==> src/design/dmx_defs.svh <==
`ifndef DMX_DEFS_SVH
`define DMX_DEFS_SVH

// ==================================================
// Register map (byte addresses)
`define DMX_ADDR_CTRL    12'h000
`define DMX_ADDR_STAT    12'h004
`define DMX_ADDR_COUNT   12'h008
`define DMX_CTRL_RST     1'b1
`define DMX_CTRL_EXEC    0
`define DMX_STAT_ACC_LO  0
`define DMX_STAT_BSR_LO  8
`define DMX_STAT_N       16
`define DMX_STAT_Z       17
`define DMX_STAT_EXT     18
`define DMX_STAT_BADDST  19
`define DMX_STAT_BUSY    20

// ==================================================
// Opcodes
`define DMX_OPC_COPY     6'b010100
`define DMX_OPC_MV_SRC   4'hc
`define DMX_OPC_MV_DST   4'hf
`define DMX_OPC_LOADB    8'h01
`define DMX_OPC_LOADA    8'h0e
`define DMX_OPC_STORE    7'b0110111

// ==================================================
// Data space
`define DMX_IDX_MAX      8'h5f
`define DMX_ACC_SPLIT    8'h60
`define DMX_ACC_HI_PAGE  4'hf
`define DMX_ACC_ADDR     12'hfe8
`define DMX_PCL_ADDR     12'hff9
`define DMX_RETURN_STACK_LOW_ADDR    12'hffd
`define DMX_RETURN_STACK_HIGH_ADDR    12'hffe
`define DMX_RETURN_STACK_UPPER_ADDR    12'hfff

`endif

==> src/design/dmx_pkg.sv <==
package dmx_pkg;

  typedef enum logic [2:0] {
    DMX_ST_IDLE  = 3'b000,
    DMX_ST_Q1    = 3'b001,
    DMX_ST_Q2    = 3'b010,
    DMX_ST_Q3    = 3'b011,
    DMX_ST_Q4    = 3'b100,
    DMX_ST_WAIT2 = 3'b101
  } dmx_state_t;

  typedef enum logic [2:0] {
    DMX_OP_NONE  = 3'b000,
    DMX_OP_COPY  = 3'b001,
    DMX_OP_MOVE  = 3'b010,
    DMX_OP_LOADB = 3'b011,
    DMX_OP_LOADA = 3'b100,
    DMX_OP_STORE = 3'b101
  } dmx_op_t;

endpackage

==> src/design/dmx_core.sv <==
`timescale 1ns/1ps
`include "dmx_defs.svh"

module dmx_core (
  input  wire logic               sys_clk,
  input  wire logic               sys_rst,
  input  wire logic               psel,
  input  wire logic               penable,
  input  wire logic               pwrite,
  input  wire logic [11:0]        paddr,
  input  wire logic [31:0]        pwdata,
  output logic      [31:0]        prdata,
  output logic                    pready,
  output logic                    pslverr,
  input  wire logic               ext_set_en,
  input  wire logic               instr_valid,
  input  wire logic [15:0]        instr_word,
  output logic                    instr_ready,
  output logic                    other_op,
  output logic [11:0]             mem_addr,
  output logic                    mem_rd,
  input  wire logic [7:0]         mem_rdata,
  output logic                    mem_wr,
  output logic [7:0]              mem_wdata,
  output logic                    idx_mode,
  output logic [7:0]              acc_value,
  output logic [7:0]              bsr_value,
  output logic                    flag_n,
  output logic                    flag_z,
  output dmx_pkg::dmx_state_t     phase
);
  import dmx_pkg::*;
  // ==================================================
  // State
  dmx_state_t  state_reg;
  dmx_op_t     op_dec;
  logic [15:0] word1_reg;
  logic [15:0] word2_reg;
  logic        second_reg;
  logic        ready_reg;
  logic        other_reg;
  logic        ext_meta_reg;
  logic        ext_reg;
  logic        exec_en_reg;
  logic        bad_dst_reg;
  logic [15:0] count_reg;
  logic [7:0]  acc_reg;
  logic [7:0]  bsr_reg;
  logic        n_reg;
  logic        z_reg;
  logic [7:0]  data_reg;
  logic        from_acc_reg;
  logic [11:0] maddr_reg;
  logic        mrd_reg;
  logic        mwr_reg;
  logic [7:0]  mwdata_reg;
  logic        idx_reg;
  logic [31:0] prdata_reg;
  logic        pready_reg;
  logic        pslverr_reg;

  // ==================================================
  // Decode
  logic        dest_bit;
  logic        bank_bit;
  logic [7:0]  f_field;
  logic [7:0]  lit;
  logic        byte_idx;
  logic [11:0] byte_addr;
  logic [11:0] src_addr;
  logic [11:0] dst_addr;
  logic        dst_forbidden;
  logic        needs_read;
  logic [11:0] rd_addr;
  logic        rd_is_acc;
  logic        needs_wr;
  logic [11:0] wr_addr;
  logic        wr_is_acc;
  logic        bus_access;
  logic        bus_done;

  always_comb begin
    op_dec = DMX_OP_NONE;
    if (word1_reg[15:10] == `DMX_OPC_COPY) begin
      op_dec = DMX_OP_COPY;
    end else if (word1_reg[15:12] == `DMX_OPC_MV_SRC) begin
      op_dec = DMX_OP_MOVE;
    end else if (word1_reg[15:8] == `DMX_OPC_LOADB) begin
      op_dec = DMX_OP_LOADB;
    end else if (word1_reg[15:8] == `DMX_OPC_LOADA) begin
      op_dec = DMX_OP_LOADA;
    end else if (word1_reg[15:9] == `DMX_OPC_STORE) begin
      op_dec = DMX_OP_STORE;
    end
  end

  assign dest_bit = word1_reg[9];
  assign bank_bit = word1_reg[8];
  assign f_field  = word1_reg[7:0];
  assign lit      = word1_reg[7:0];
  // Indexed mode only flags the operand; the offset math lives elsewhere
  assign byte_idx = ext_reg && !bank_bit && (f_field <= `DMX_IDX_MAX);
  // Full 8-bit f reaches every byte of the chosen bank
  always_comb begin
    if (bank_bit) begin
      byte_addr = {bsr_reg[3:0], f_field};
    end else if (f_field < `DMX_ACC_SPLIT) begin
      byte_addr = {4'h0, f_field};
    end else begin
      byte_addr = {`DMX_ACC_HI_PAGE, f_field};
    end
  end
  assign src_addr = word1_reg[11:0];
  assign dst_addr = word2_reg[11:0];
  // Guard against code that breaks the destination restriction
  assign dst_forbidden = (dst_addr == `DMX_PCL_ADDR) || (dst_addr == `DMX_RETURN_STACK_LOW_ADDR) ||
                         (dst_addr == `DMX_RETURN_STACK_HIGH_ADDR) || (dst_addr == `DMX_RETURN_STACK_UPPER_ADDR);
  always_comb begin
    needs_read = 1'b0;
    rd_addr    = byte_addr;
    rd_is_acc  = 1'b0;
    if (op_dec == DMX_OP_COPY) begin
      needs_read = 1'b1;
      rd_is_acc  = !byte_idx && (byte_addr == `DMX_ACC_ADDR);
    end else if (op_dec == DMX_OP_MOVE && !second_reg) begin
      needs_read = 1'b1;
      rd_addr    = src_addr;
      rd_is_acc  = (src_addr == `DMX_ACC_ADDR);
    end
  end
  always_comb begin
    needs_wr  = 1'b0;
    wr_addr   = byte_addr;
    wr_is_acc = 1'b0;
    if (op_dec == DMX_OP_COPY) begin
      needs_wr  = dest_bit;
      wr_is_acc = !dest_bit || (!byte_idx && (byte_addr == `DMX_ACC_ADDR));
    end else if (op_dec == DMX_OP_STORE) begin
      needs_wr  = 1'b1;
      wr_is_acc = !byte_idx && (byte_addr == `DMX_ACC_ADDR);
    end else if (op_dec == DMX_OP_MOVE && second_reg) begin
      needs_wr  = !dst_forbidden;
      wr_addr   = dst_addr;
      wr_is_acc = (dst_addr == `DMX_ACC_ADDR);
    end
  end

  // ==================================================
  // Pin synchroniser for the static extended-set enable
  always_ff @(posedge sys_clk or posedge sys_rst) begin
    if (sys_rst) begin
      ext_meta_reg <= 1'b0;
      ext_reg      <= 1'b0;
    end else begin
      ext_meta_reg <= ext_set_en;
      ext_reg      <= ext_meta_reg;
    end
  end

  // ==================================================
  // Four-phase sequencer
  always_ff @(posedge sys_clk or posedge sys_rst) begin
    if (sys_rst) begin
      state_reg  <= DMX_ST_IDLE;
      word1_reg  <= 16'h0000;
      word2_reg  <= 16'h0000;
      second_reg <= 1'b0;
      ready_reg  <= 1'b0;
      other_reg  <= 1'b0;
    end else begin
      other_reg <= 1'b0;
      case (state_reg)
        DMX_ST_IDLE: begin
          if (instr_valid && ready_reg) begin
            word1_reg  <= instr_word;
            second_reg <= 1'b0;
            ready_reg  <= 1'b0;
            state_reg  <= DMX_ST_Q1;
          end else begin
            ready_reg <= exec_en_reg;
          end
        end
        DMX_ST_Q1: begin
          if (op_dec == DMX_OP_NONE) begin
            other_reg <= 1'b1;
            state_reg <= DMX_ST_IDLE;
          end else begin
            state_reg <= DMX_ST_Q2;
          end
        end
        DMX_ST_Q2: state_reg <= DMX_ST_Q3;
        DMX_ST_Q3: state_reg <= DMX_ST_Q4;
        DMX_ST_Q4: begin
          if (op_dec == DMX_OP_MOVE && !second_reg) begin
            ready_reg <= 1'b1;
            state_reg <= DMX_ST_WAIT2;
          end else begin
            second_reg <= 1'b0;
            state_reg  <= DMX_ST_IDLE;
          end
        end
        DMX_ST_WAIT2: begin
          // A second word never starts a new instruction
          if (instr_valid && ready_reg) begin
            ready_reg <= 1'b0;
            if (instr_word[15:12] == `DMX_OPC_MV_DST) begin
              word2_reg  <= instr_word;
              second_reg <= 1'b1;
              state_reg  <= DMX_ST_Q1;
            end else begin
              other_reg <= 1'b1;
              state_reg <= DMX_ST_IDLE;
            end
          end
        end
        default: state_reg <= DMX_ST_IDLE;
      endcase
    end
  end

  // ==================================================
  // Data memory port
  always_ff @(posedge sys_clk or posedge sys_rst) begin
    if (sys_rst) begin
      maddr_reg    <= 12'h000;
      mrd_reg      <= 1'b0;
      mwr_reg      <= 1'b0;
      mwdata_reg   <= 8'h00;
      idx_reg      <= 1'b0;
      from_acc_reg <= 1'b0;
      data_reg     <= 8'h00;
    end else begin
      mrd_reg <= 1'b0;
      mwr_reg <= 1'b0;
      if (state_reg == DMX_ST_Q1 && needs_read) begin
        from_acc_reg <= rd_is_acc;
        if (!rd_is_acc) begin
          maddr_reg <= rd_addr;
          mrd_reg   <= 1'b1;
          idx_reg   <= byte_idx && (op_dec == DMX_OP_COPY);
        end
      end
      if (state_reg == DMX_ST_Q3 && needs_read) begin
        data_reg <= from_acc_reg ? acc_reg : mem_rdata;
      end
      if (state_reg == DMX_ST_Q3 && needs_wr && !wr_is_acc) begin
        maddr_reg <= wr_addr;
        mwr_reg   <= 1'b1;
        idx_reg   <= byte_idx && (op_dec != DMX_OP_MOVE);
        if (op_dec == DMX_OP_STORE) begin
          mwdata_reg <= acc_reg;
        end else if (op_dec == DMX_OP_COPY) begin
          mwdata_reg <= from_acc_reg ? acc_reg : mem_rdata;
        end else begin
          mwdata_reg <= data_reg;
        end
      end
    end
  end

  // ==================================================
  // Accumulator, bank select and flags, all committed in the last phase
  always_ff @(posedge sys_clk or posedge sys_rst) begin
    if (sys_rst) begin
      acc_reg <= 8'h00;
      bsr_reg <= 8'h00;
      n_reg   <= 1'b0;
      z_reg   <= 1'b0;
    end else if (state_reg == DMX_ST_Q4) begin
      case (op_dec)
        DMX_OP_COPY: begin
          if (wr_is_acc) begin
            acc_reg <= data_reg;
          end
          n_reg <= data_reg[7];
          z_reg <= (data_reg == 8'h00);
        end
        DMX_OP_MOVE: begin
          if (second_reg && wr_is_acc) begin
            acc_reg <= data_reg;
          end
        end
        DMX_OP_LOADB: begin
          bsr_reg <= {4'h0, lit[3:0]};
        end
        DMX_OP_LOADA: begin
          acc_reg <= lit;
        end
        default: ;
      endcase
    end
  end
  // Completed instructions; a two-word copy counts once
  always_ff @(posedge sys_clk or posedge sys_rst) begin
    if (sys_rst) begin
      count_reg <= 16'h0000;
    end else if (state_reg == DMX_ST_Q4 && !(op_dec == DMX_OP_MOVE && !second_reg)) begin
      count_reg <= count_reg + 16'h0001;
    end
  end

  // ==================================================
  // APB slave: pready one cycle into the access phase
  assign bus_access = psel && penable;
  assign bus_done   = bus_access && pready_reg;

  always_ff @(posedge sys_clk or posedge sys_rst) begin
    if (sys_rst) begin
      pready_reg  <= 1'b0;
      pslverr_reg <= 1'b0;
      prdata_reg  <= 32'h0000_0000;
    end else begin
      pready_reg  <= 1'b0;
      pslverr_reg <= 1'b0;
      if (bus_access && !pready_reg) begin
        pready_reg <= 1'b1;
        prdata_reg <= 32'h0000_0000;
        if (paddr == `DMX_ADDR_CTRL) begin
          prdata_reg[`DMX_CTRL_EXEC] <= exec_en_reg;
        end else if (paddr == `DMX_ADDR_STAT) begin
          prdata_reg[`DMX_STAT_ACC_LO +: 8] <= acc_reg;
          prdata_reg[`DMX_STAT_BSR_LO +: 4] <= bsr_reg[3:0];
          prdata_reg[`DMX_STAT_N]      <= n_reg;
          prdata_reg[`DMX_STAT_Z]      <= z_reg;
          prdata_reg[`DMX_STAT_EXT]    <= ext_reg;
          prdata_reg[`DMX_STAT_BADDST] <= bad_dst_reg;
          prdata_reg[`DMX_STAT_BUSY]   <= (state_reg != DMX_ST_IDLE);
        end else if (paddr == `DMX_ADDR_COUNT) begin
          prdata_reg[15:0] <= count_reg;
        end else begin
          pslverr_reg <= 1'b1;
        end
      end
    end
  end
  always_ff @(posedge sys_clk or posedge sys_rst) begin
    if (sys_rst) begin
      exec_en_reg <= `DMX_CTRL_RST;
    end else if (bus_done && pwrite && paddr == `DMX_ADDR_CTRL) begin
      exec_en_reg <= pwdata[`DMX_CTRL_EXEC];
    end
  end

  // Sticky: a refused write in the same cycle as a clear still sets it
  always_ff @(posedge sys_clk or posedge sys_rst) begin
    if (sys_rst) begin
      bad_dst_reg <= 1'b0;
    end else if (state_reg == DMX_ST_Q4 && op_dec == DMX_OP_MOVE && second_reg && dst_forbidden) begin
      bad_dst_reg <= 1'b1;
    end else if (bus_done && pwrite && paddr == `DMX_ADDR_STAT && pwdata[`DMX_STAT_BADDST]) begin
      bad_dst_reg <= 1'b0;
    end
  end

  // ==================================================
  // Outputs
  assign prdata      = prdata_reg;
  assign pready      = pready_reg;
  assign pslverr     = pslverr_reg;
  assign instr_ready = ready_reg;
  assign other_op    = other_reg;
  assign mem_addr    = maddr_reg;
  assign mem_rd      = mrd_reg;
  assign mem_wr      = mwr_reg;
  assign mem_wdata   = mwdata_reg;
  assign idx_mode    = idx_reg;
  assign acc_value   = acc_reg;
  assign bsr_value   = bsr_reg;
  assign flag_n      = n_reg;
  assign flag_z      = z_reg;
  assign phase       = state_reg;

endmodule

==> config.mk <==
export PLATFORM = sky130hd
export DESIGN_NAME = dmx_core
export DESIGN_NICKNAME = d
export VERILOG_FILES = /design/src/design/dmx_pkg.sv /design/src/design/dmx_core.sv
export VERILOG_INCLUDE_DIRS = /design/src /design/src/design
export SDC_FILE = /design/constraint.sdc
export NUM_CORES = 1
export LEC_CHECK = 0
export BUFFER_PORTS_ARGS = -buffer_cell sky130_fd_sc_hd__buf_2
export CAP_MARGIN = 20
export CORE_ASPECT_RATIO = 1.5
export CORE_UTILIZATION = 48
export DETAILED_ROUTE_END_ITERATION = 12
export PLACE_DENSITY_LB_ADDON = 0.15
export SLEW_MARGIN = 20
export SYNTH_ARGS = -nofsm -noshare
export SYNTH_HDL_FRONTEND = slang
export SYNTH_SLANG_ARGS = --single-unit
==> constraint.sdc <==
create_clock -name sys_clk -period 3.8 [get_ports sys_clk]
set_clock_uncertainty 0.15 [all_clocks]
set_input_delay 0.19 -clock sys_clk [delete_from_list [all_inputs] [get_ports sys_clk]]
set_output_delay 0.19 -clock sys_clk [all_outputs]
set_load 0.03 [all_outputs]
==> metrics.csv <==
stage,metric,value,unit
critical_path,worst r2r src,word1_reg[10],
sta,worst-margin pin slew,992,ps
critical_path,Worst Setup SP,word1_reg[10],
critical_path,critical path cell sequence,and3_1 -> and4_1 -> a211o_1 -> a211o_1 -> inv_2 -> mux2_1,
critical_path,Setup crit end kind,flop,
cells_and_area,utilization after layout,61.3,%
global_route,GRT Overall Usage,25.3,%
run,max-cap violations,0,
synthesis,Async SR Flop Fraction,100,%
cells_and_area,nets,775,
drt,via/cell ratio,5.69,
sta,Final Hold Viols,0,
die,die span in x,94.0,um
synthesis,Syn Area/Cell,10.9,um^2
die,I/O pin cnt,155,
placement,GPL Wtd Cong,0.845,
critical_path,"critical path fanouts, max",12,
cells_and_area,Antenna Diode Count,0,
synthesis,synth warn,0,
critical_path,reg2reg end,mem_wdata[0],
drt,final wirelength,15.9,mm
synthesis,Synth Cell Area,6090,um^2
die,row count,50,
sta,crit share post-route,76.1,%
critical_path,Crit path arrival time,3040,ps
clocking,H-tree levels,4,
synthesis,sequential area share after synthesis,50.5,%
cells_and_area,P&R area growth vs syn,25.2,%
drt,drt wl/cell,18.4,um
sta,minimum clock period after layout,2890,ps
clocking,CTS Sinks,123,
cells_and_area,multi-input logic area,2750,um^2
sta,RSZ-0062 raised after global routing,false,
clocking,TritonCTS clock tree,built,
global_route,antenna violations before repair,0,
synthesis,Yosys top cell by area,dfrtp_1,
drt,DRT antenna net count,0,
cells_and_area,Largest register FFs,21,
critical_path,most frequent CP cell,a211o_1,
die,Chip Height,140,um
global_route,number of global-route vias before repair,5049,
clocking,Clock transition at path regs,50,ps
critical_path,FF-to-FF setup slack,910,ps
sta,Slew HR,33.4,%
die,Core ar.,12400,um^2
synthesis,Post-synth EDFFs,0,
drt,starting DRC count in detailed routing,306,
sta,Final setup viols,0,
sta,Setup TNS,0,ps
pwr,Power Dens Cells,534,nW/um^2
clocking,Longest Clk Path Bufs,2,
drt,Post-route DRC,0,
synthesis,Synth area leaders,"dfrtp_1 50%, mux2_2 6.7%, mux2i_1 4.4%",
critical_path,critical path startpoint category,flop,
outcome,outcome,"complete, no violations",
cells_and_area,register area,3080,um^2
die,initial core utilization,49.0,%
critical_path,r2r worst-path depth,6,
cells_and_area,Filler cells,1047,
synthesis,ys flop type,dfrtp_1,
clocking,Clock Root Buffer,clkbuf_16,
global_route,gr ovfl total,0,
min_path,Min-Delay Path Class,in2reg,
global_route,first-pass GRT wire length,25.3,mm
critical_path,worst path required time,3950,ps
sta,fmax,346,MHz
clocking,Num CTS Buffers,17,
cells_and_area,layout cells sized above 1,29.8,%
sta,Slew Limit Fails,0,
synthesis,top-area cell type share of the netlist area,50.1,%
pwr,leak pwr,3.76,nW
critical_path,Setup CP Type,reg2reg,
clocking,worst skew pair latency,420,ps
critical_path,Worst path max stage delay,470,ps
critical_path,Critical Path End,mem_wdata[0],
synthesis,"Distinct cells, synth",67,
die,die area,13200,um^2
drt,Initial DRT Pass Iterations,5,
global_route,largest net degree at the start of global routing,124,
clocking,CTS resizes,0,
synthesis,cells after synthesis,559,
critical_path,Crit-path slowest cell,a211o_1,
synthesis,"flops & latches, synth",123,
drt,routed via count,4935,
placement,DP HPWL,11.3,mm
pwr,worst-case vdd ir drop,0.334,mV
placement,I/O Buffers,109,
-- cell type report --
type | instances | share of cell area, %
sequential | 123 | 40.4
inverter | 24 | 1.21
clock inverter | 14 | 1.92
multi-input combinational | 385 | 36.1
tap | 156 | 2.56
timing repair buffer | 148 | 12.1
clock buffer | 18 | 5.76
-- how the worst min path moves through the flow --
stage	start	to	slack, ps	cells after the start
6_report	paddr[3]	bad_dst_reg	50	4
5_1_grt	paddr[3]	prdata[0]	50	3
3_5_place_dp	ext_set_en	ext_meta_reg	160	1
3_3_place_gp	ext_set_en	ext_meta_reg	150	1
4_1_cts	paddr[3]	prdata[0]	40	3
2_1_floorplan	ext_set_en	ext_meta_reg	70	0
-- cell usage after synthesis, types with 3 or more instances --
| cell | number |
|---|---|
| dfrtp_1 | 122 |
| a22o_1 | 5 |
| o21ai_1 | 4 |
| mux2_1 | 11 |
| nand2_1 | 54 |
| a222oi_1 | 7 |
| a221oi_1 | 3 |
| nor4_1 | 8 |
| buf_4 | 16 |
| nand4_1 | 8 |
| a21oi_1 | 22 |
| xor2_1 | 4 |
| and4_1 | 3 |
| buf_6 | 3 |
| nand2b_1 | 3 |
| nor2_1 | 32 |
| nor3_1 | 13 |
| a22oi_1 | 11 |
| mux2_4 | 7 |
| a21o_1 | 5 |
| xnor2_1 | 11 |
| o21ai_0 | 12 |
| or3_1 | 3 |
| mux2_2 | 36 |
| a211oi_1 | 14 |
| nand3_1 | 21 |
| mux2i_1 | 27 |
| and3_1 | 7 |
| clkbuf_1 | 20 |
| inv_1 | 22 |
-- per-stage QoR --
step           setup WS (ps)  instance area, um^2  total power [W]  cells  hold slack, ps
6_report                 907                 7630          0.00408    868            51.0
5_1_grt                  766                 7630          0.00424    868            53.7
4_1_cts                  900                 7630          0.00410    868            35.1
3_5_place_dp             915                 6740          0.00248    806             155
3_3_place_gp             937                 6740          0.00246    806             155
2_1_floorplan            191                 6150          0.00222    573            71.4
-- worst max-delay path: cells and delay by family (launching register included) --
family	cells	cell delay (ps)
AO/OA/AOI/OAI	2	870
AND/OR/NAND/NOR	2	590
flip-flops	1	420
buffers and inverters	1	370
multiplexers	1	360
-- kinds of logic (layout without fill, tap and decap cells) --
| group | after synthesis | count (layout) | synth area share [%] |
|---|---|---|---|
| AOI/OAI and AO/OA | 103 | 103 | 12.3 |
| DFF | 123 | 123 | 50.5 |
| and+or+nand+nor | 170 | 170 | 14.5 |
| buffers and inverters | 65 | 204 | 5.40 |
| xor gates and xnor gates | 15 | 15 | 2.16 |
| other | 1 | 15 | 0.0615 |
| muxes | 81 | 81 | 14.8 |
| adders and majority gates | 1 | 1 | 0.205 |
-- per-layer routing --
metal / global-route usage [%] / up-vias / wire length, um
li1: - / 2289 / -
met5: 0 / - / 0
met4: 13.8 / 0 / 599
met3: 4.89 / 48 / 597
met1: 28.9 / 2458 / 6310
met2: 43.8 / 140 / 8440
-- power breakdown --
group | switching (W) | leakage [nW] | total, W | internal, W
combinational | 0.000465 | 1.87 | 0.000799 | 0.000334
clock | 0.000602 | 0.282 | 0.00158 | 0.000981
sequential | 0.000231 | 1.60 | 0.00169 | 0.00146
total | 0.00130 | 3.76 | 0.00408 | 0.00278
-- cells in the final DEF, fill, tap and decap left out, types with 12 or more instances in the layout --
master,count
dfrtp_1,122
buf_2,109
nand2_1,54
mux2_2,36
nor2_1,32
dlygate4sd3_1,30
mux2i_1,27
a21oi_1,22
inv_1,21
nand3_1,21
clkbuf_16,17
conb_1,15
a211oi_1,14
o21ai_0,12
nor3_1,12
-- repair_timing --
item / CTS / global route
endpoints found under the hold margin: 167 / 0
setup buffers: 0 / 0
hold buffers: 30 / 0
No activity file was read; power rests on OpenSTA's default activity.
